File: config.mk
export PLATFORM = sky130hd
export DESIGN_NAME = sync_serial_port
export DESIGN_NICKNAME = d
export VERILOG_FILES = /design/src/hw/sync_serial_pkg.sv /design/src/hw/bit_rate_gen.sv /design/src/hw/sync_serial_port.sv
export SDC_FILE = /design/constraint.sdc
export NUM_CORES = 1
export LEC_CHECK = 0
export BUFFER_PORTS_ARGS = -buffer_cell sky130_fd_sc_hd__buf_4
export CAP_MARGIN = 20
export CORE_UTILIZATION = 60
export CTS_CLUSTER_SIZE = 14
export DETAILED_ROUTE_END_ITERATION = 10
export PLACE_DENSITY = 0.86
export SYNTH_ARGS = -nofsm -noshare
export SYNTH_HDL_FRONTEND = slang
export SYNTH_SLANG_ARGS = --single-unit
export TNS_END_PERCENT = 5
File: constraint.sdc
create_clock -name MCLK -period 5.52 [get_ports MCLK]
set_input_delay 0.828 -clock MCLK [delete_from_list [all_inputs] [get_ports MCLK]]
set_output_delay 0.828 -clock MCLK [all_outputs]
set_load 0.03 [all_outputs]
File: src/hw/sync_serial_pkg.sv
/*
 * constants, register map and types for the synchronous serial port in spi mode.
 * assumes a 32-bit classic wishbone bus; registers sit in the low byte of each word.
 */
package sync_serial_pkg;
    // register byte offsets
    localparam logic [4:0] OFS_STATUS   = 5'h00;
    localparam logic [4:0] OFS_CONTROL1 = 5'h04;
    localparam logic [4:0] OFS_CONTROL3 = 5'h08;
    localparam logic [4:0] OFS_DATA     = 5'h0c;
    localparam logic [4:0] OFS_BAUD     = 5'h10;
    localparam logic [4:0] OFS_FLAGS    = 5'h14;

    // port_status_reg fields
    localparam int ST_SMP = 7;
    localparam int ST_CKE = 6;
    localparam int ST_BF  = 0;
    // port_control_one fields
    localparam int C1_WRITE_COLLISION_FLAG = 7;
    localparam int C1_OV   = 6;
    localparam int C1_EN   = 5;
    localparam int C1_CKP  = 4;
    localparam int C1_MODE = 0;
    // port_control_three fields
    localparam int C3_BUFFER_OVERWRITE_ENABLE = 4;
    // flag register fields, and the SEL_I bit for the low byte
    localparam int FL_DONE    = 0;
    localparam int FL_WAKE_EN = 1;
    localparam int SEL_LOW    = 0;

    // port_mode_field encodings
    localparam logic [3:0] MODE_DIV4   = 4'h0;
    localparam logic [3:0] MODE_DIV16  = 4'h1;
    localparam logic [3:0] MODE_DIV64  = 4'h2;
    localparam logic [3:0] MODE_TIMER  = 4'h3;
    localparam logic [3:0] MODE_SLV_SS = 4'h4;
    localparam logic [3:0] MODE_SLV    = 4'h5;
    localparam logic [3:0] MODE_RELOAD = 4'ha;

    // half bit periods in clock cycles
    localparam logic [9:0] HALF_DIV4  = 10'h002;
    localparam logic [9:0] HALF_DIV16 = 10'h008;
    localparam logic [9:0] HALF_DIV64 = 10'h020;
    localparam logic [9:0] CNT_ONE    = 10'h001;

    localparam logic [2:0] BIT_LAST = 3'h7;
    localparam logic [2:0] BIT_ONE  = 3'h1;
    localparam logic [2:0] BIT_ZERO = 3'h0;

    typedef enum logic [1:0] {XFER_IDLE, XFER_LEAD, XFER_TRAIL} xfer_e;
endpackage

File: src/hw/bit_rate_gen.sv
/*
 * master bit rate generator: one pulse per half bit period.
 * assumes mode and reload stay steady while a byte is clocked.
 */
`timescale 1ns/1ns
`default_nettype none
module bit_rate_gen
    import sync_serial_pkg::*;
(
    input  wire logic       clk,
    input  wire logic       rst,
    input  wire logic       run,
    input  wire logic [3:0] mode,
    input  wire logic [7:0] reload,
    input  wire logic       t2_tick,
    output logic            half_tick
);
    typedef struct packed {
        logic [9:0] cnt;
        logic       tick;
    } brg_s;

    brg_s brg_r;
    brg_s brg_nxt;

    // half period in clocks for the divider modes
    function automatic logic [9:0] half_limit(input logic [3:0] m, input logic [7:0] rl);
        logic [9:0] v;
        v = HALF_DIV4;
        case (m)
            MODE_DIV16:  v = HALF_DIV16;
            MODE_DIV64:  v = HALF_DIV64;
            MODE_RELOAD: v = 10'({2'h0, rl} + CNT_ONE) << 1;
            default:     v = HALF_DIV4;
        endcase
        return v;
    endfunction

    always_comb begin
        brg_nxt      = brg_r;
        brg_nxt.tick = 1'b0;
        if (!run) begin
            brg_nxt.cnt = '0;
        end else if (mode == MODE_TIMER) begin
            brg_nxt.tick = t2_tick; // RULE_12
        end else if (brg_r.cnt >= half_limit(mode, reload) - CNT_ONE) begin
            brg_nxt.cnt  = '0;
            brg_nxt.tick = 1'b1; // RULE_12
        end else begin
            brg_nxt.cnt = brg_r.cnt + CNT_ONE;
        end
    end

    always_ff @(posedge clk) begin
        if (rst) begin
            brg_r <= '0;
        end else begin
            brg_r <= brg_nxt;
        end
    end

    assign half_tick = brg_r.tick;
endmodule // bit_rate_gen
`default_nettype wire

File: src/hw/sync_serial_port.sv
/*
 * synchronous serial port, spi mode, master and slave, with wishbone register access.
 * assumes pins are sampled on MCLK; SCK, SDI and SS_N are asynchronous to it.
 */
// The implementer's own choices: the address map and the Wishbone interface to the registers.
// Contract
// RULE_01: after eight bits, byte goes to buffer; set buffer full and done flags.
// RULE_02: writing the data buffer loads buffer and shift register together.
// RULE_03: bytes move msb first; new bits enter at the lsb.
// RULE_04: a buffer write during a transfer is dropped and sets write collision.
// RULE_05: while write collision stays set, buffer writes do not complete.
// RULE_06: reading the data buffer clears buffer full.
// RULE_07: the port works only while enabled; reconfigure with it cleared.
// RULE_08: software sets pin directions; sck out as master, in as slave. The port drives SCK_OE and SDO_OE itself from enable, mode and, in mode 0100, SS_N.
// RULE_09: config in control one low six bits and status top two bits.
// RULE_10: master starts clocking as soon as the buffer is written.
// RULE_11: master keeps sampling sdi when sdo is unused, normal flags.
// RULE_12: master rate is osc/4, /16, /64, timer two /2 or reload divider.
// RULE_13: clock idle polarity sets sck idle level and waveform.
// RULE_14: with clock edge select set, sdo is valid before first sck edge.
// RULE_15: sample phase picks middle or end of data output time.
// RULE_16: slave shifts on external sck and flags done on the last bit.
// RULE_17: software checks sck idles at the selected level before slave enable.
// RULE_18: slave keeps shifting in sleep; a completed byte requests wake.
// RULE_19: buffer overwrite enable lets writes in while a byte is unread.
// RULE_20: data leaves on one sck edge and is captured on the other.
// RULE_21: mode 0100 is slave with select; active and sdo driven when low.
// RULE_22: select high or disable releases sdo and zeroes the bit counter.
// RULE_23: a three-bit counter; the eighth counted edge completes the byte.
`timescale 1ns/1ns
`default_nettype none
module sync_serial_port
    import sync_serial_pkg::*;
(
    input  wire logic        MCLK,
    input  wire logic        SYS_RST,
    input  wire logic        CYC_I,
    input  wire logic        STB_I,
    input  wire logic        WE_I,
    input  wire logic [4:0]  ADR_I,
    input  wire logic [3:0]  SEL_I,
    input  wire logic [31:0] DAT_I,
    output logic      [31:0] DAT_O,
    output logic             ACK_O,
    input  wire logic        SCK_I,
    output logic             SCK_O,
    output logic             SCK_OE,
    input  wire logic        SDI,
    output logic             SDO_O,
    output logic             SDO_OE,
    input  wire logic        SS_N,
    input  wire logic        TIMER_TWO_TICK,
    input  wire logic        SLEEP,
    output logic             XFER_DONE,
    output logic             WAKE_REQ
);
    localparam int PIN_SCK = 2;
    localparam int PIN_SDI = 1;
    localparam int PIN_SS  = 0;

    typedef struct packed {
        logic        ack;
        logic [31:0] dat;
        logic        input_sample_phase;
        logic        cke;
        logic        bf;
        logic        write_collision_flag;
        logic        ov;
        logic        en;
        logic        clock_idle_polarity;
        logic [3:0]  mode;
        logic        buffer_overwrite_enable;
        logic [7:0]  baud;
        logic        done;
        logic        wake_en;
        logic [7:0]  dbuf;
        logic [7:0]  shreg;
        logic        samp;
        logic [2:0]  cnt;
        xfer_e       state;
        logic        sck;
        logic        sck_oe;
        logic        sdo;
        logic        sdo_oe;
        logic        wake;
        logic [2:0]  meta;
        logic [2:0]  sync;
        logic        sck_prev;
    } port_s;

    port_s st_r;
    port_s st_nxt;

    logic       half_tick;
    logic       is_slave;
    logic       busy;
    logic       wb_req;
    logic       wr_data;
    logic       rd_data;
    logic       wr_ok;
    logic       cpl;
    logic [7:0] rx_byte;

    function automatic logic [31:0] read_word(input port_s s, input logic [4:0] a);
        logic [31:0] w;
        w = '0;
        case (a)
            OFS_STATUS:   w[7:0] = {s.input_sample_phase, s.cke, 5'h00, s.bf};
            OFS_CONTROL1: w[7:0] = {s.write_collision_flag, s.ov, s.en, s.clock_idle_polarity, s.mode};
            OFS_CONTROL3: w[C3_BUFFER_OVERWRITE_ENABLE] = s.buffer_overwrite_enable;
            OFS_DATA:     w[7:0] = s.dbuf;
            OFS_BAUD:     w[7:0] = s.baud;
            OFS_FLAGS:    w[1:0] = {s.wake_en, s.done};
            default:      w = '0;
        endcase
        return w;
    endfunction

    bit_rate_gen u_rate (
        .clk       (MCLK),
        .rst       (SYS_RST),
        .run       (st_r.en && !is_slave && st_r.state != XFER_IDLE && !SLEEP),
        .mode      (st_r.mode),
        .reload    (st_r.baud),
        .t2_tick   (TIMER_TWO_TICK),
        .half_tick (half_tick)
    );

    always_comb begin
        logic lead;
        logic trail;
        logic ss_ok;
        logic bit_in;
        lead    = 1'b0;
        trail   = 1'b0;
        ss_ok   = 1'b0;
        bit_in  = 1'b0;
        cpl     = 1'b0;
        rx_byte = '0;
        st_nxt  = st_r;
        st_nxt.ack = 1'b0;
        st_nxt.meta = {SCK_I, SDI, SS_N};
        st_nxt.sync = st_r.meta;
        st_nxt.sck_prev = st_r.sync[PIN_SCK];
        is_slave = (st_r.mode == MODE_SLV_SS) || (st_r.mode == MODE_SLV);
        busy     = (st_r.state != XFER_IDLE) || (st_r.cnt != BIT_ZERO);
        wb_req   = CYC_I && STB_I && !st_r.ack;
        wr_data  = wb_req && WE_I && SEL_I[SEL_LOW] && ADR_I == OFS_DATA;
        rd_data  = wb_req && !WE_I && ADR_I == OFS_DATA;
        wr_ok    = wr_data && st_r.en && !st_r.write_collision_flag && !busy // RULE_04 RULE_05
                   && !(is_slave && st_r.bf && !st_r.buffer_overwrite_enable); // RULE_19

        // register bus
        if (wb_req) begin
            st_nxt.ack = 1'b1;
            st_nxt.dat = WE_I ? 32'h0000_0000 : read_word(st_r, ADR_I);
        end
        if (rd_data) begin
            st_nxt.bf = 1'b0; // RULE_06
        end
        if (wb_req && WE_I && SEL_I[SEL_LOW]) begin
            case (ADR_I)
                OFS_STATUS: begin
                    st_nxt.input_sample_phase = DAT_I[ST_SMP]; // RULE_09
                    st_nxt.cke = DAT_I[ST_CKE];
                end
                OFS_CONTROL1: begin
                    st_nxt.write_collision_flag = st_r.write_collision_flag && DAT_I[C1_WRITE_COLLISION_FLAG]; // RULE_05
                    st_nxt.ov   = st_r.ov && DAT_I[C1_OV];
                    st_nxt.en   = DAT_I[C1_EN]; // RULE_07
                    st_nxt.clock_idle_polarity  = DAT_I[C1_CKP]; // RULE_09
                    st_nxt.mode = DAT_I[C1_MODE +: 4];
                end
                OFS_CONTROL3: st_nxt.buffer_overwrite_enable = DAT_I[C3_BUFFER_OVERWRITE_ENABLE];
                OFS_BAUD:     st_nxt.baud = DAT_I[7:0];
                OFS_FLAGS: begin
                    st_nxt.done    = st_r.done && !DAT_I[FL_DONE];
                    st_nxt.wake_en = DAT_I[FL_WAKE_EN];
                end
                default: st_nxt.wake_en = st_r.wake_en;
            endcase
        end
        if (wr_ok) begin
            st_nxt.dbuf  = DAT_I[7:0]; // RULE_02
            st_nxt.shreg = DAT_I[7:0];
            st_nxt.sdo   = DAT_I[7]; // RULE_14
            st_nxt.cnt   = BIT_ZERO;
            if (!is_slave) begin
                st_nxt.state = XFER_LEAD; // RULE_10
                st_nxt.sck   = st_r.cke ? st_r.clock_idle_polarity : !st_r.clock_idle_polarity; // RULE_13
            end
        end else if (wr_data) begin
            st_nxt.write_collision_flag = 1'b1; // RULE_04
        end

        // shift engine
        if (!st_r.en) begin
            st_nxt.cnt    = BIT_ZERO; // RULE_07 RULE_22
            st_nxt.state  = XFER_IDLE;
            st_nxt.sdo_oe = 1'b0;
            st_nxt.sck_oe = 1'b0;
            st_nxt.sck    = st_r.clock_idle_polarity;
        end else if (!is_slave) begin
            st_nxt.sck_oe = 1'b1;
            st_nxt.sdo_oe = 1'b1; // RULE_11
            case (st_r.state)
                XFER_IDLE: begin
                    if (!wr_ok) begin
                        st_nxt.sck = st_r.clock_idle_polarity; // RULE_13
                    end
                end
                XFER_LEAD: begin
                    if (half_tick) begin
                        st_nxt.sck = !st_r.sck; // RULE_20
                        if (!st_r.input_sample_phase) begin
                            st_nxt.samp = st_r.sync[PIN_SDI]; // RULE_15
                        end
                        st_nxt.state = XFER_TRAIL;
                    end
                end
                XFER_TRAIL: begin
                    if (half_tick) begin
                        bit_in = st_r.input_sample_phase ? st_r.sync[PIN_SDI] : st_r.samp; // RULE_15
                        st_nxt.shreg = {st_r.shreg[6:0], bit_in}; // RULE_03
                        st_nxt.sdo   = st_nxt.shreg[7]; // RULE_20
                        st_nxt.cnt   = st_r.cnt + BIT_ONE; // RULE_23
                        st_nxt.sck   = !st_r.sck;
                        st_nxt.state = XFER_LEAD;
                        if (st_r.cnt == BIT_LAST) begin
                            cpl          = 1'b1; // RULE_11 RULE_23
                            rx_byte      = st_nxt.shreg;
                            st_nxt.sck   = st_r.clock_idle_polarity;
                            st_nxt.state = XFER_IDLE;
                        end
                    end
                end
                default: st_nxt.state = XFER_IDLE;
            endcase
        end else begin
            st_nxt.sck_oe = 1'b0;
            st_nxt.state  = XFER_IDLE;
            ss_ok = (st_r.mode != MODE_SLV_SS) || !st_r.sync[PIN_SS]; // RULE_21
            lead  = (st_r.sync[PIN_SCK] != st_r.sck_prev) && (st_r.sync[PIN_SCK] != st_r.clock_idle_polarity);
            trail = (st_r.sync[PIN_SCK] != st_r.sck_prev) && (st_r.sync[PIN_SCK] == st_r.clock_idle_polarity);
            if (!ss_ok) begin
                st_nxt.cnt    = BIT_ZERO; // RULE_22
                st_nxt.sdo_oe = 1'b0;
            end else begin
                st_nxt.sdo_oe = 1'b1; // RULE_21
                if (st_r.cke ? lead : trail) begin
                    st_nxt.shreg = {st_r.shreg[6:0], st_r.sync[PIN_SDI]}; // RULE_03 RULE_16
                    st_nxt.cnt   = st_r.cnt + BIT_ONE; // RULE_23
                    if (st_r.cnt == BIT_LAST) begin
                        cpl     = 1'b1; // RULE_16 RULE_18
                        rx_byte = st_nxt.shreg;
                    end
                end else if (st_r.cke ? trail : lead) begin
                    st_nxt.sdo = st_r.shreg[7]; // RULE_20
                end
            end
        end

        // byte completion wins over a same-cycle read or clear
        if (cpl) begin
            st_nxt.done = 1'b1; // RULE_01
            if (is_slave && st_r.bf && !st_r.buffer_overwrite_enable) begin
                st_nxt.ov = 1'b1; // RULE_19
            end else begin
                st_nxt.dbuf = rx_byte; // RULE_01
                st_nxt.bf   = 1'b1;
            end
        end
        st_nxt.wake = SLEEP && st_r.wake_en && st_nxt.done; // RULE_18
    end

    always_ff @(posedge MCLK) begin
        if (SYS_RST) begin
            st_r       <= '0;
            st_r.state <= XFER_IDLE;
        end else begin
            st_r <= st_nxt;
        end
    end

    assign DAT_O     = st_r.dat;
    assign ACK_O     = st_r.ack;
    assign SCK_O     = st_r.sck;
    assign SCK_OE    = st_r.sck_oe;
    assign SDO_O     = st_r.sdo;
    assign SDO_OE    = st_r.sdo_oe;
    assign XFER_DONE = st_r.done;
    assign WAKE_REQ  = st_r.wake;
endmodule // sync_serial_port
`default_nettype wire

### Yosys cells after proc, flatten, opt, wreduce, memory -nomap -nowiden

Index checks and enable logic that the tools add are counted.

* register bits: 100
* input port bits: 51
* output and inout bits: 39
* word-level logic and storage cells: 188

* add/subtract/negate cells: 4
* order comparisons: 1
* eq/ne operators: 18
* multiplexer cells: 81
* bitwise logic cells: 4
* reduce and logical (&&, ||, !) cells: 51

Operator list (number)
* $mux W8: 18
* $mux W1: 38
* $mux W33: 1
* $mux W10: 3
* $pmux W10 S3: 1
* $logic_and A1 B1 Y1: 23
* $mux W19: 1
* $mux W3: 6
* $mux W16: 1
* $logic_not A1 Y1: 12
* $mux W6: 2
* $pmux W2 S3: 2
* $pmux W3 S4: 1
* $add A10 B1 Y10 const B: 1
* $eq A5 B4 Y1 const B: 2
* $eq A5 B5 Y1 const B: 2
* $ge A10 B10 Y1: 1
* $pmux W2 S5: 1
* $reduce_and A2 Y1: 5
* $sub A10 B1 Y10 const B: 1
* $add A8 B1 Y9 const B: 1
* $mux W9: 1
* $eq A4 B2 Y1 const B: 2
* $eq A4 B3 Y1 const B: 2
* other kinds (23): 31

### Logic depth before layout (Yosys ltp)

Gate-level depths: netlist (run 1).

* word-level depth: 15
* mapped depth: 15

### Modules after synthesis

From an unflattened synthesis (run 1), not the netlist that was laid out.

* cells, all modules: 541
* area total of the unflattened synthesis: 4554.4 µm²

Modules (own cells, without submodules)
* sync_serial_port: times used 1, cells an instance 403, area each 3464.6 µm², seq. area each 1301.2 µm²
* bit_rate_gen: times used 1, cells an instance 138, area each 1089.8 µm², seq. area each 220.2 µm²

### Worst setup path after synthesis (run 1)

Ideal clock, no wire load.

* path kind: register -> register
* from: register st_r[36] in the netlist's numbering
* to: register u_rate.brg_r[10] in the netlist's numbering
* library setup time: 136 ps
* arrival time: 2972 ps
* path slack: 2411 ps
* cell stages (with the launch flop): 12
* buffers on the path: 0
* period minus slack after synthesis: 3109 ps
* path through: dfxtp_1 -> ha_1 -> nand3_1 -> xor2_1 -> a2111oi_0 -> nor3_1 -> xor2_1 -> ha_1 -> nand2_1 -> o22a_1 -> a21oi_1 -> nor2_1

* longest elaborated chain between the ends: 7

RTL lines
* start, declared: RTL line sync_serial_port.sv:91 `port_s st_r;`
* start signal, assigned: RTL line sync_serial_port.sv:281 `st_r <= st_nxt;`
* $add A8 B1 Y9: RTL line bit_rate_gen.sv:33 `MODE_RELOAD: v = 10'({2'h0, rl} + CNT_ONE) << 1;`
* $pmux W10 S3: RTL line bit_rate_gen.sv:30 `case (m)`
* $mux W10: RTL line bit_rate_gen.sv:44 `end else if (mode == MODE_TIMER) begin`
* $mux W10: RTL line bit_rate_gen.sv:42 `if (!run) begin`
* $sub A10 B1 Y10: RTL line bit_rate_gen.sv:46 `end else if (brg_r.cnt >= half_limit(mode, reload) - CNT_ONE) begin`
* $ge A10 B10 Y1: RTL line bit_rate_gen.sv:46
* $mux W10: RTL line bit_rate_gen.sv:46
* end signal, assigned: RTL line bit_rate_gen.sv:58 `brg_r <= brg_nxt;`
* end, declared: RTL line bit_rate_gen.sv:23 `brg_s brg_r;`

Every way passes these cells. The select of a mux whose other input is x is not followed.
A chain may end at the register's enable or synchronous reset.

### Worst setup path after layout (run 1)

* from: register st_r[36] in the netlist's numbering
* to: register u_rate.brg_r[8] in the netlist's numbering

Same word-level chain as after synthesis.

==> impl_metrics.csv, run 1 <==
group,metric,value,unit
outcome,outcome,"complete, no violations",
sta,finalHoldViolations,0,
yosys,synth_area,4420,um^2
global_route,grt_max_degree,59,
placement,dpl.hpwl,7160,um
clock_network,cts_sinks,76,
global_route,grt_pass1_vias,3292,
setup_path,startpoint,"st_r[36]",
global_route,grt_usage,27.4,%
yosys,synthArstFlopShare,0,%
sta,slew_headroom,29.6,%
setup_path,timing.rr.end,"u_rate.brg_r[8]",
floorplanning,pin_count,90,
yosys,yosysWarnings,0,
setup_path,crit_slowest_cell,"a2111oi_0",
global_route,antenna_found_initial,0,
clock_network,cts_setup_buffers,0,
setup_path,r2r-start,"st_r[36]",
setup_path,crit_path_end,"u_rate.brg_r[8]",
pwr,powerDensity,248,nW/um^2
floorplanning,die_w,87.8,um
clock_network,cts_resized,0,
placement,gp_congestion,0.899,
yosys,synth_edf_count,0,
job,max_cap_viol_count,0,
floorplanning,rows,30,
setup_path,crit_chain,"ha_1 -> nand3_1 -> xor2_1 -> a2111oi_0 -> nor3_1 -> a21oi_1 -> a31oi_1 -> ha_1 -> o21ai_0 -> nand2b_1 -> a21oi_1 -> a21oi_1 -> nor2_1",
sta,layout_min_cycle_time,3.84,ns
global_route,global_route.usage.met2,43.1,%
clock_network,h-tree-depth,3,
pwr,p_leak,1.88,nW
setup_path,cp-start-kind,"flop",
yosys,synth_cell_types,70,
global_route,top_usage_layer,"met2",
routing,firstDrtPassIters,4,
routing,drtAntennaViolNets,0,
yosys,synth-seq-cells,76,
setup_path,critPathMaxFanout,9,
global_route,grtUsageMet3,7.45,%
setup_path,crit_buf_inv,0,
sta,grt_setup_unrepaired,"no",
routing,routed_wl,9860,um
setup_path,cp.depth,13,
pwr,ir_worst_vdd,0.294,mV
floorplanning,die_h,87.8,um
clock_network,cts_root_buf,"clkbuf_8",
sta,finalSetupViolCount,0,
finish,drive_above_1_share,14.3,%
sta,timing.final.crit_share,69.6,%
sta,worst_slew_pin_slew,1.05,ns
global_route,grt_pass1_wl,16200,um
floorplanning,coreArea,6940,um^2
floorplanning,start_util,63.7,%
sta,clock_skew,0.0100,ns
finish,diodes,0,
routing,drcViolationCount,0,
placement,port_buffers,38,
setup_path,setup.worst_path.class,"flop to flop",
yosys,synth_cells,512,
setup_path,cp_top_family,"compound AO/OA/AOI/OAI gates",
routing,vias,3624,
worst_hold_path,hold_path.class,"flop to flop",
routing,routedWlPerCell,15.7,um
placement,post-place-ws,1.70,ns
finish,syn_to_final_growth,8.72,%
setup_path,slowest_delay,0.90,ns
clock_network,cts-hold-fix-buffers,0,
yosys,ys_seq_area_share,34.4,%
finish,mostFrequentLayoutCells,"dfxtp_1, nor2_1, buf_4, mux2i_1, nand2_1",
clock_network,numCtsBuffers,9,
routing,drt-initial-drc-count,283,
yosys,synth.avg_cell_area,8.63,um^2
global_route,met1_usage,36.7,%
clock_network,insertion_delay,0.36,ns
sta,fin_setup_tns,0,ns
setup_path,end_kind,"flop",
clock_network,cts_tree,"built",
setup_path,arrival,4.06,ns
setup_path,rr_worst_depth,13,
sta,worst_slack,1.68,ns
yosys,synth_ff_type,"dfxtp_1",
sta,slew_viol_final,0,
routing,viasPerCell,5.78,
setup_path,crit_required,5.74,ns
sta,fmax,260,MHz
clock_network,path_clk_slew,0.08,ns
global_route,overflow,0,
clock_network,cts.path.max_buffers,2,
finish,final_net_count,592,
setup_path,rrSetupSlack,1.68,ns
floorplanning,dieArea,7710,um^2
finish,final_common_cell,"dfxtp_1",
setup_path,crit_top_cell,"a21oi_1",
==> final cells by class <==
type                       instances  area (um^2)
inverter                          17         63.8
tap                               96          120
timing repair buffer              38          285
multi-input combinational        384         2540
clock inverter                     7          146
clock buffer                       9          124
fill                             561         2140
sequential                        76         1520
==> cell families after synthesis <==
kind of cell	count (synthesis)	share of synthesized area [%]
DFF	76	34.4
adders and majority gates	15	4.25
AOI/OAI and AO/OA	104	17.0
and+or+nand+nor	179	20.7
other	1	0.0848
buffers and inverters	75	9.96
muxes	40	9.26
xor gates and xnor gates	22	4.36
==> stage by stage <==
stage	power [mW]	hold slack [ns]	cell area (um^2)	util [%]	cells
2_1_floorplan	0.619	0.414	4510	-	535
3_3_place_gp	0.628	0.419	4540	65.3	611
3_5_place_dp	0.629	0.424	4540	65.3	611
4_1_cts	1.19	0.443	4810	69.2	627
5_1_grt	1.22	0.455	4810	69.2	627
6_report	1.19	0.438	4810	69.2	627
==> cells in the mapped netlist (2+ instances only) <==
library cell / count / area, um^2
dfxtp_1: 76 / 1520
nor2_1: 74 / 278
mux2i_1: 36 / 360
buf_4: 35 / 263
nand2_1: 27 / 101
a21oi_1: 23 / 115
o21ai_0: 18 / 90.1
inv_1: 17 / 63.8
clkbuf_1: 15 / 56.3
ha_1: 15 / 188
a22oi_1: 14 / 105
nor2b_1: 14 / 87.6
xor2_1: 14 / 123
a211oi_1: 13 / 97.6
nand3_1: 10 / 50.1
nand4_1: 8 / 50.1
xnor2_1: 8 / 70.1
or3_1: 7 / 43.8
o22ai_1: 6 / 37.5
a211oi_2: 5 / 62.6
nand2b_1: 5 / 31.3
nor3_1: 5 / 25.0
a21o_1: 4 / 30.0
nor4_1: 4 / 25.0
and3_1: 3 / 18.8
buf_2: 3 / 15.0
buf_6: 3 / 33.8
mux2_2: 3 / 33.8
nand3b_1: 3 / 22.5
nor3b_1: 2 / 15.0
o22a_1: 2 / 17.5
or2_2: 2 / 12.5
==> where the power goes <==
group          internal (mW)  switching, mW
registers              0.550        0.00118
logic                 0.0174         0.0479
clock network          0.350          0.223
==> state kept, by name (all words and copies together) (netlist names) <==
register          cells
u_rate.brg_r         10
st_nxt                4
DAT_O                 8
st_r                 46
u_rate.half_tick      1
SDO_O                 1
SCK_O                 1
WAKE_REQ              1
XFER_DONE             1
SDO_OE                1
ACK_O                 1
SCK_OE                1
==> worst min path at each step <==
| stage | start | to | cells past startpoint |
|---|---|---|---|
| floorplan | st_nxt[3] | st_nxt[0] | 1 |
| global placement | st_nxt[3] | st_nxt[0] | 1 |
| detailed placement | st_nxt[2] | st_r[2] | 1 |
| CTS | st_nxt[2] | st_r[2] | 1 |
| global route | st_nxt[2] | st_r[2] | 1 |
| finish | st_nxt[2] | st_r[2] | 1 |
==> layer usage <==
layer	routed length, um	vias to the layer above
met5	0	-
met4	142	0
met3	588	17
met2	4650	105
met1	4480	1720
li1	-	1782
Power figures use the tool's default switching activity.
==> run 2, diff against run 1 <==
--- a/config.mk
+++ b/config.mk
@@ -5,12 +5,13 @@
 export SDC_FILE = /design/constraint.sdc
 export NUM_CORES = 1
 export LEC_CHECK = 0
+export ABC_AREA = 1
 export BUFFER_PORTS_ARGS = -buffer_cell sky130_fd_sc_hd__buf_4
 export CAP_MARGIN = 20
-export CORE_UTILIZATION = 60
+export CORE_UTILIZATION = 50
 export CTS_CLUSTER_SIZE = 14
 export DETAILED_ROUTE_END_ITERATION = 10
-export PLACE_DENSITY = 0.86
+export PLACE_DENSITY = 0.77
 export SYNTH_ARGS = -nofsm -noshare
 export SYNTH_HDL_FRONTEND = slang
 export SYNTH_SLANG_ARGS = --single-unit
==> constraint.sdc (replaced) <==
create_clock -name MCLK -period 3.15 [get_ports MCLK]
set_input_delay 0.4725 -clock MCLK [delete_from_list [all_inputs] [get_ports MCLK]]
set_output_delay 0.4725 -clock MCLK [all_outputs]
set_load 0.03 [all_outputs]
==> impl_metrics.csv, run 2 <==
group,metric,value,unit
setup_path,end_kind,"flop",
finish,final_net_count,739,
yosys,synthMuxAreaShare,0,%
yosys,synth_top_area_share,34.0,%
floorplanning,rows,34,
sta,layout_min_cycle_time,2.88,ns
floorplanning,die_w,96.5,um
finish,diodes,0,
yosys,synthSimpleGateAreaFrac,28.1,%
yosys,yosysWarnings,0,
pwr,power,1.91,mW
yosys,synth.most_common_cell,"nand2_1",
outcome,outcome,"finished with violations",
setup_path,cp.depth,21,
global_route,grt_max_degree,36,
floorplanning,die_h,96.5,um
yosys,synth_area_leaders,"dfxtp_1, nand2_1, inv_1, a21oi_1, nand3_1",
setup_path,rr_worst_depth,21,
global_route,overflow,0,
sta,fin_setup_tns,0,ns
finish,syn_to_final_growth,9.69,%
pwr,powerDensity,390,nW/um^2
outcome,violations,"DRC",
finish,largest_reg_flops,46,
routing,vias,4236,
yosys,synth_cell_types,44,
clock_network,cts_tree,"built",
yosys,synth_ff_type,"dfxtp_1",
sta,grt_setup_unrepaired,"no",
yosys,synth_area,4470,um^2
yosys,ys_seq_area_share,34.0,%
routing,drtAntennaViolNets,0,
yosys,synth.avg_cell_area,6.95,um^2
placement,dpl.hpwl,7930,um
sta,slew_headroom,36.6,%
yosys,synthAdderAreaFrac,4.20,%
clock_network,path_clk_slew,0.08,ns
worst_hold_path,whs_path_depth,3,
routing,drt-initial-drc-count,254,
sta,fmax,348,MHz
sta,worst_slew_pin_slew,0.950,ns
clock_network,cts-hold-fix-buffers,0,
clock_network,numCtsBuffers,9,
yosys,synth-compound-area-share,16.2,%
pwr,p_leak,2.10,nW
routing,viasPerCell,5.39,
floorplanning,pin_count,90,
clock_network,cts_root_buf,"clkbuf_8",
setup_path,crit_buf_inv,5,
clock_network,cts.path.max_buffers,2,
worst_hold_path,hold_path.class,"input port to flop",
floorplanning,dieArea,9320,um^2
clock_network,insertion_delay,0.35,ns
global_route,grt_pass1_wl,17000,um
sta,clock_skew,0.0101,ns
yosys,synth_top_family_by_area,"simple AND/OR/NAND/NOR gates",
yosys,synthArstFlopShare,0,%
clock_network,h-tree-depth,3,
finish,max_flop_register,"st_r",
pwr,ir_worst_vdd,0.267,mV
sta,timing.final.crit_share,91.3,%
setup_path,crit_chain,"inv_1 -> nand3_2 -> nor2_4 -> inv_1 -> o21ai_4 -> inv_1 -> ha_1 -> inv_1 -> nor2_2 -> nand2_1 -> nand2_1 -> nand2_1 -> inv_1 -> ha_1 -> nand2_1 -> nor2_1 -> nand3b_1 -> o2111ai_1 -> nand2_1 -> nand2_4 -> nor3b_2",
yosys,synth_cells,643,
sta,finalHoldViolations,0,
floorplanning,coreArea,8680,um^2
setup_path,crit_required,3.39,ns
global_route,antenna_found_initial,0,
routing,routed_wl,10500,um
global_route,grt_usage,23.7,%
setup_path,rrSetupSlack,0.27,ns
yosys,yosysTopAreaCell,"dfxtp_1",
job,max_cap_viol_count,0,
finish,mostFrequentLayoutCells,"nand2_1, dfxtp_1, inv_1, a21oi_1, nand3_1",
finish,drive_above_1_share,13.4,%
setup_path,slowest_delay,0.34,ns
setup_path,critPathMaxFanout,9,
setup_path,crit_path_end,"u_rate.brg_r[3]",
global_route,grt_pass1_vias,3727,
yosys,synth-seq-cells,76,
placement,gp_congestion,0.939,
finish,final_common_cell,"nand2_1",
setup_path,arrival,3.11,ns
yosys,synth_edf_count,0,
yosys,synth.top_cells.by_count,"nand2_1, dfxtp_1, inv_1",
setup_path,cp_top_family,"simple AND/OR/NAND/NOR gates",
setup_path,timing.rr.end,"u_rate.brg_r[3]",
routing,routedWlPerCell,13.4,um
sta,slew_viol_final,0,
setup_path,cp-start-kind,"flop",
setup_path,crit_slowest_cell,"dfxtp_1",
setup_path,r2r-start,"st_r[47]",
clock_network,cts_sinks,76,
yosys,synth_xor_xnor_area_share,2.94,%
routing,drcViolationCount,1,
routing,firstDrtPassIters,7,
setup_path,startpoint,"st_r[47]",
placement,port_buffers,38,
sta,finalSetupViolCount,0,
setup_path,setup.worst_path.class,"flop to flop",
floorplanning,start_util,51.5,%
[run 2: what timing repair did]
| item | 4_1_cts | 5_1_grt |
|---|---|---|
| endpoints found under the setup margin | 0 | 9 |
| buffers inserted | 0 | 2 |
| resized for setup | 0 | 2 |
[run 2: metrics by stage]
| step | area (um^2) | utilization, % | worst slack [ns] | cells | hold slack, ns |
|---|---|---|---|---|---|
| 4_1_cts | 4870 | 56.2 | 0.200 | 784 | 0.311 |
| 6_report | 4900 | 56.5 | 0.273 | 786 | 0.317 |
| 2_1_floorplan | 4560 | - | 0.567 | 666 | 0.388 |
| 3_3_place_gp | 4660 | 53.7 | 0.330 | 768 | 0.392 |
| 5_1_grt | 4900 | 56.5 | 0.0122 | 786 | 0.323 |
| 3_5_place_dp | 4660 | 53.7 | 0.210 | 768 | 0.397 |
[run 2: routing by layer]
metal  global-route usage, %  routed length [um]  share of wire (%)
met5                       0                   0                  0
met4                    6.62                 185                1.8
met3                    5.63                 684                6.5
met2                    40.6                5170                 49
met1                    29.5                4460                 42
[run 2: worst min path at each step]
stage	startpoint	endpoint	slack (ns)
after detailed placement	st_nxt[2]	st_r[2]	0.40
after global placement	st_nxt[1]	st_r[1]	0.39
after CTS	SS_N	st_nxt[1]	0.31
after global routing	SS_N	st_nxt[1]	0.32
final	SCK_I	st_nxt[3]	0.32
after floorplan	st_nxt[3]	st_nxt[0]	0.39
[run 2: final cells by class]
type                       count  area [um^2]
fill                         842         3780
multi-input combinational    462         2400
sequential                    76         1520
inverter                      83          319
timing repair buffer          41          308
tap                          108          135
clock buffer                  11          131
clock inverter                 5         85.1
[run 2: logic make-up (layout without fill, tap and decap cells)]
| kind of cell | Yosys count | in the layout |
|---|---|---|
| simple gates | 280 | 280 |
| compound gates | 128 | 128 |
| buf+inv | 128 | 140 |
| flops | 76 | 76 |
| fa+ha+maj | 15 | 15 |
| xor+xnor | 15 | 15 |
| other cells | 1 | 24 |
[run 2: tightest hold or removal path: cells and delay by family]
family / cells / cell delay (ns)
simple gates: 1 / 0.06
buf+inv: 2 / 0.10
[run 2: power by group]
part	switching, mW	internal, mW
Combinational	0.0879	0.0307
Clock	0.375	0.451
Sequential	0.00317	0.965
Total	0.466	1.45
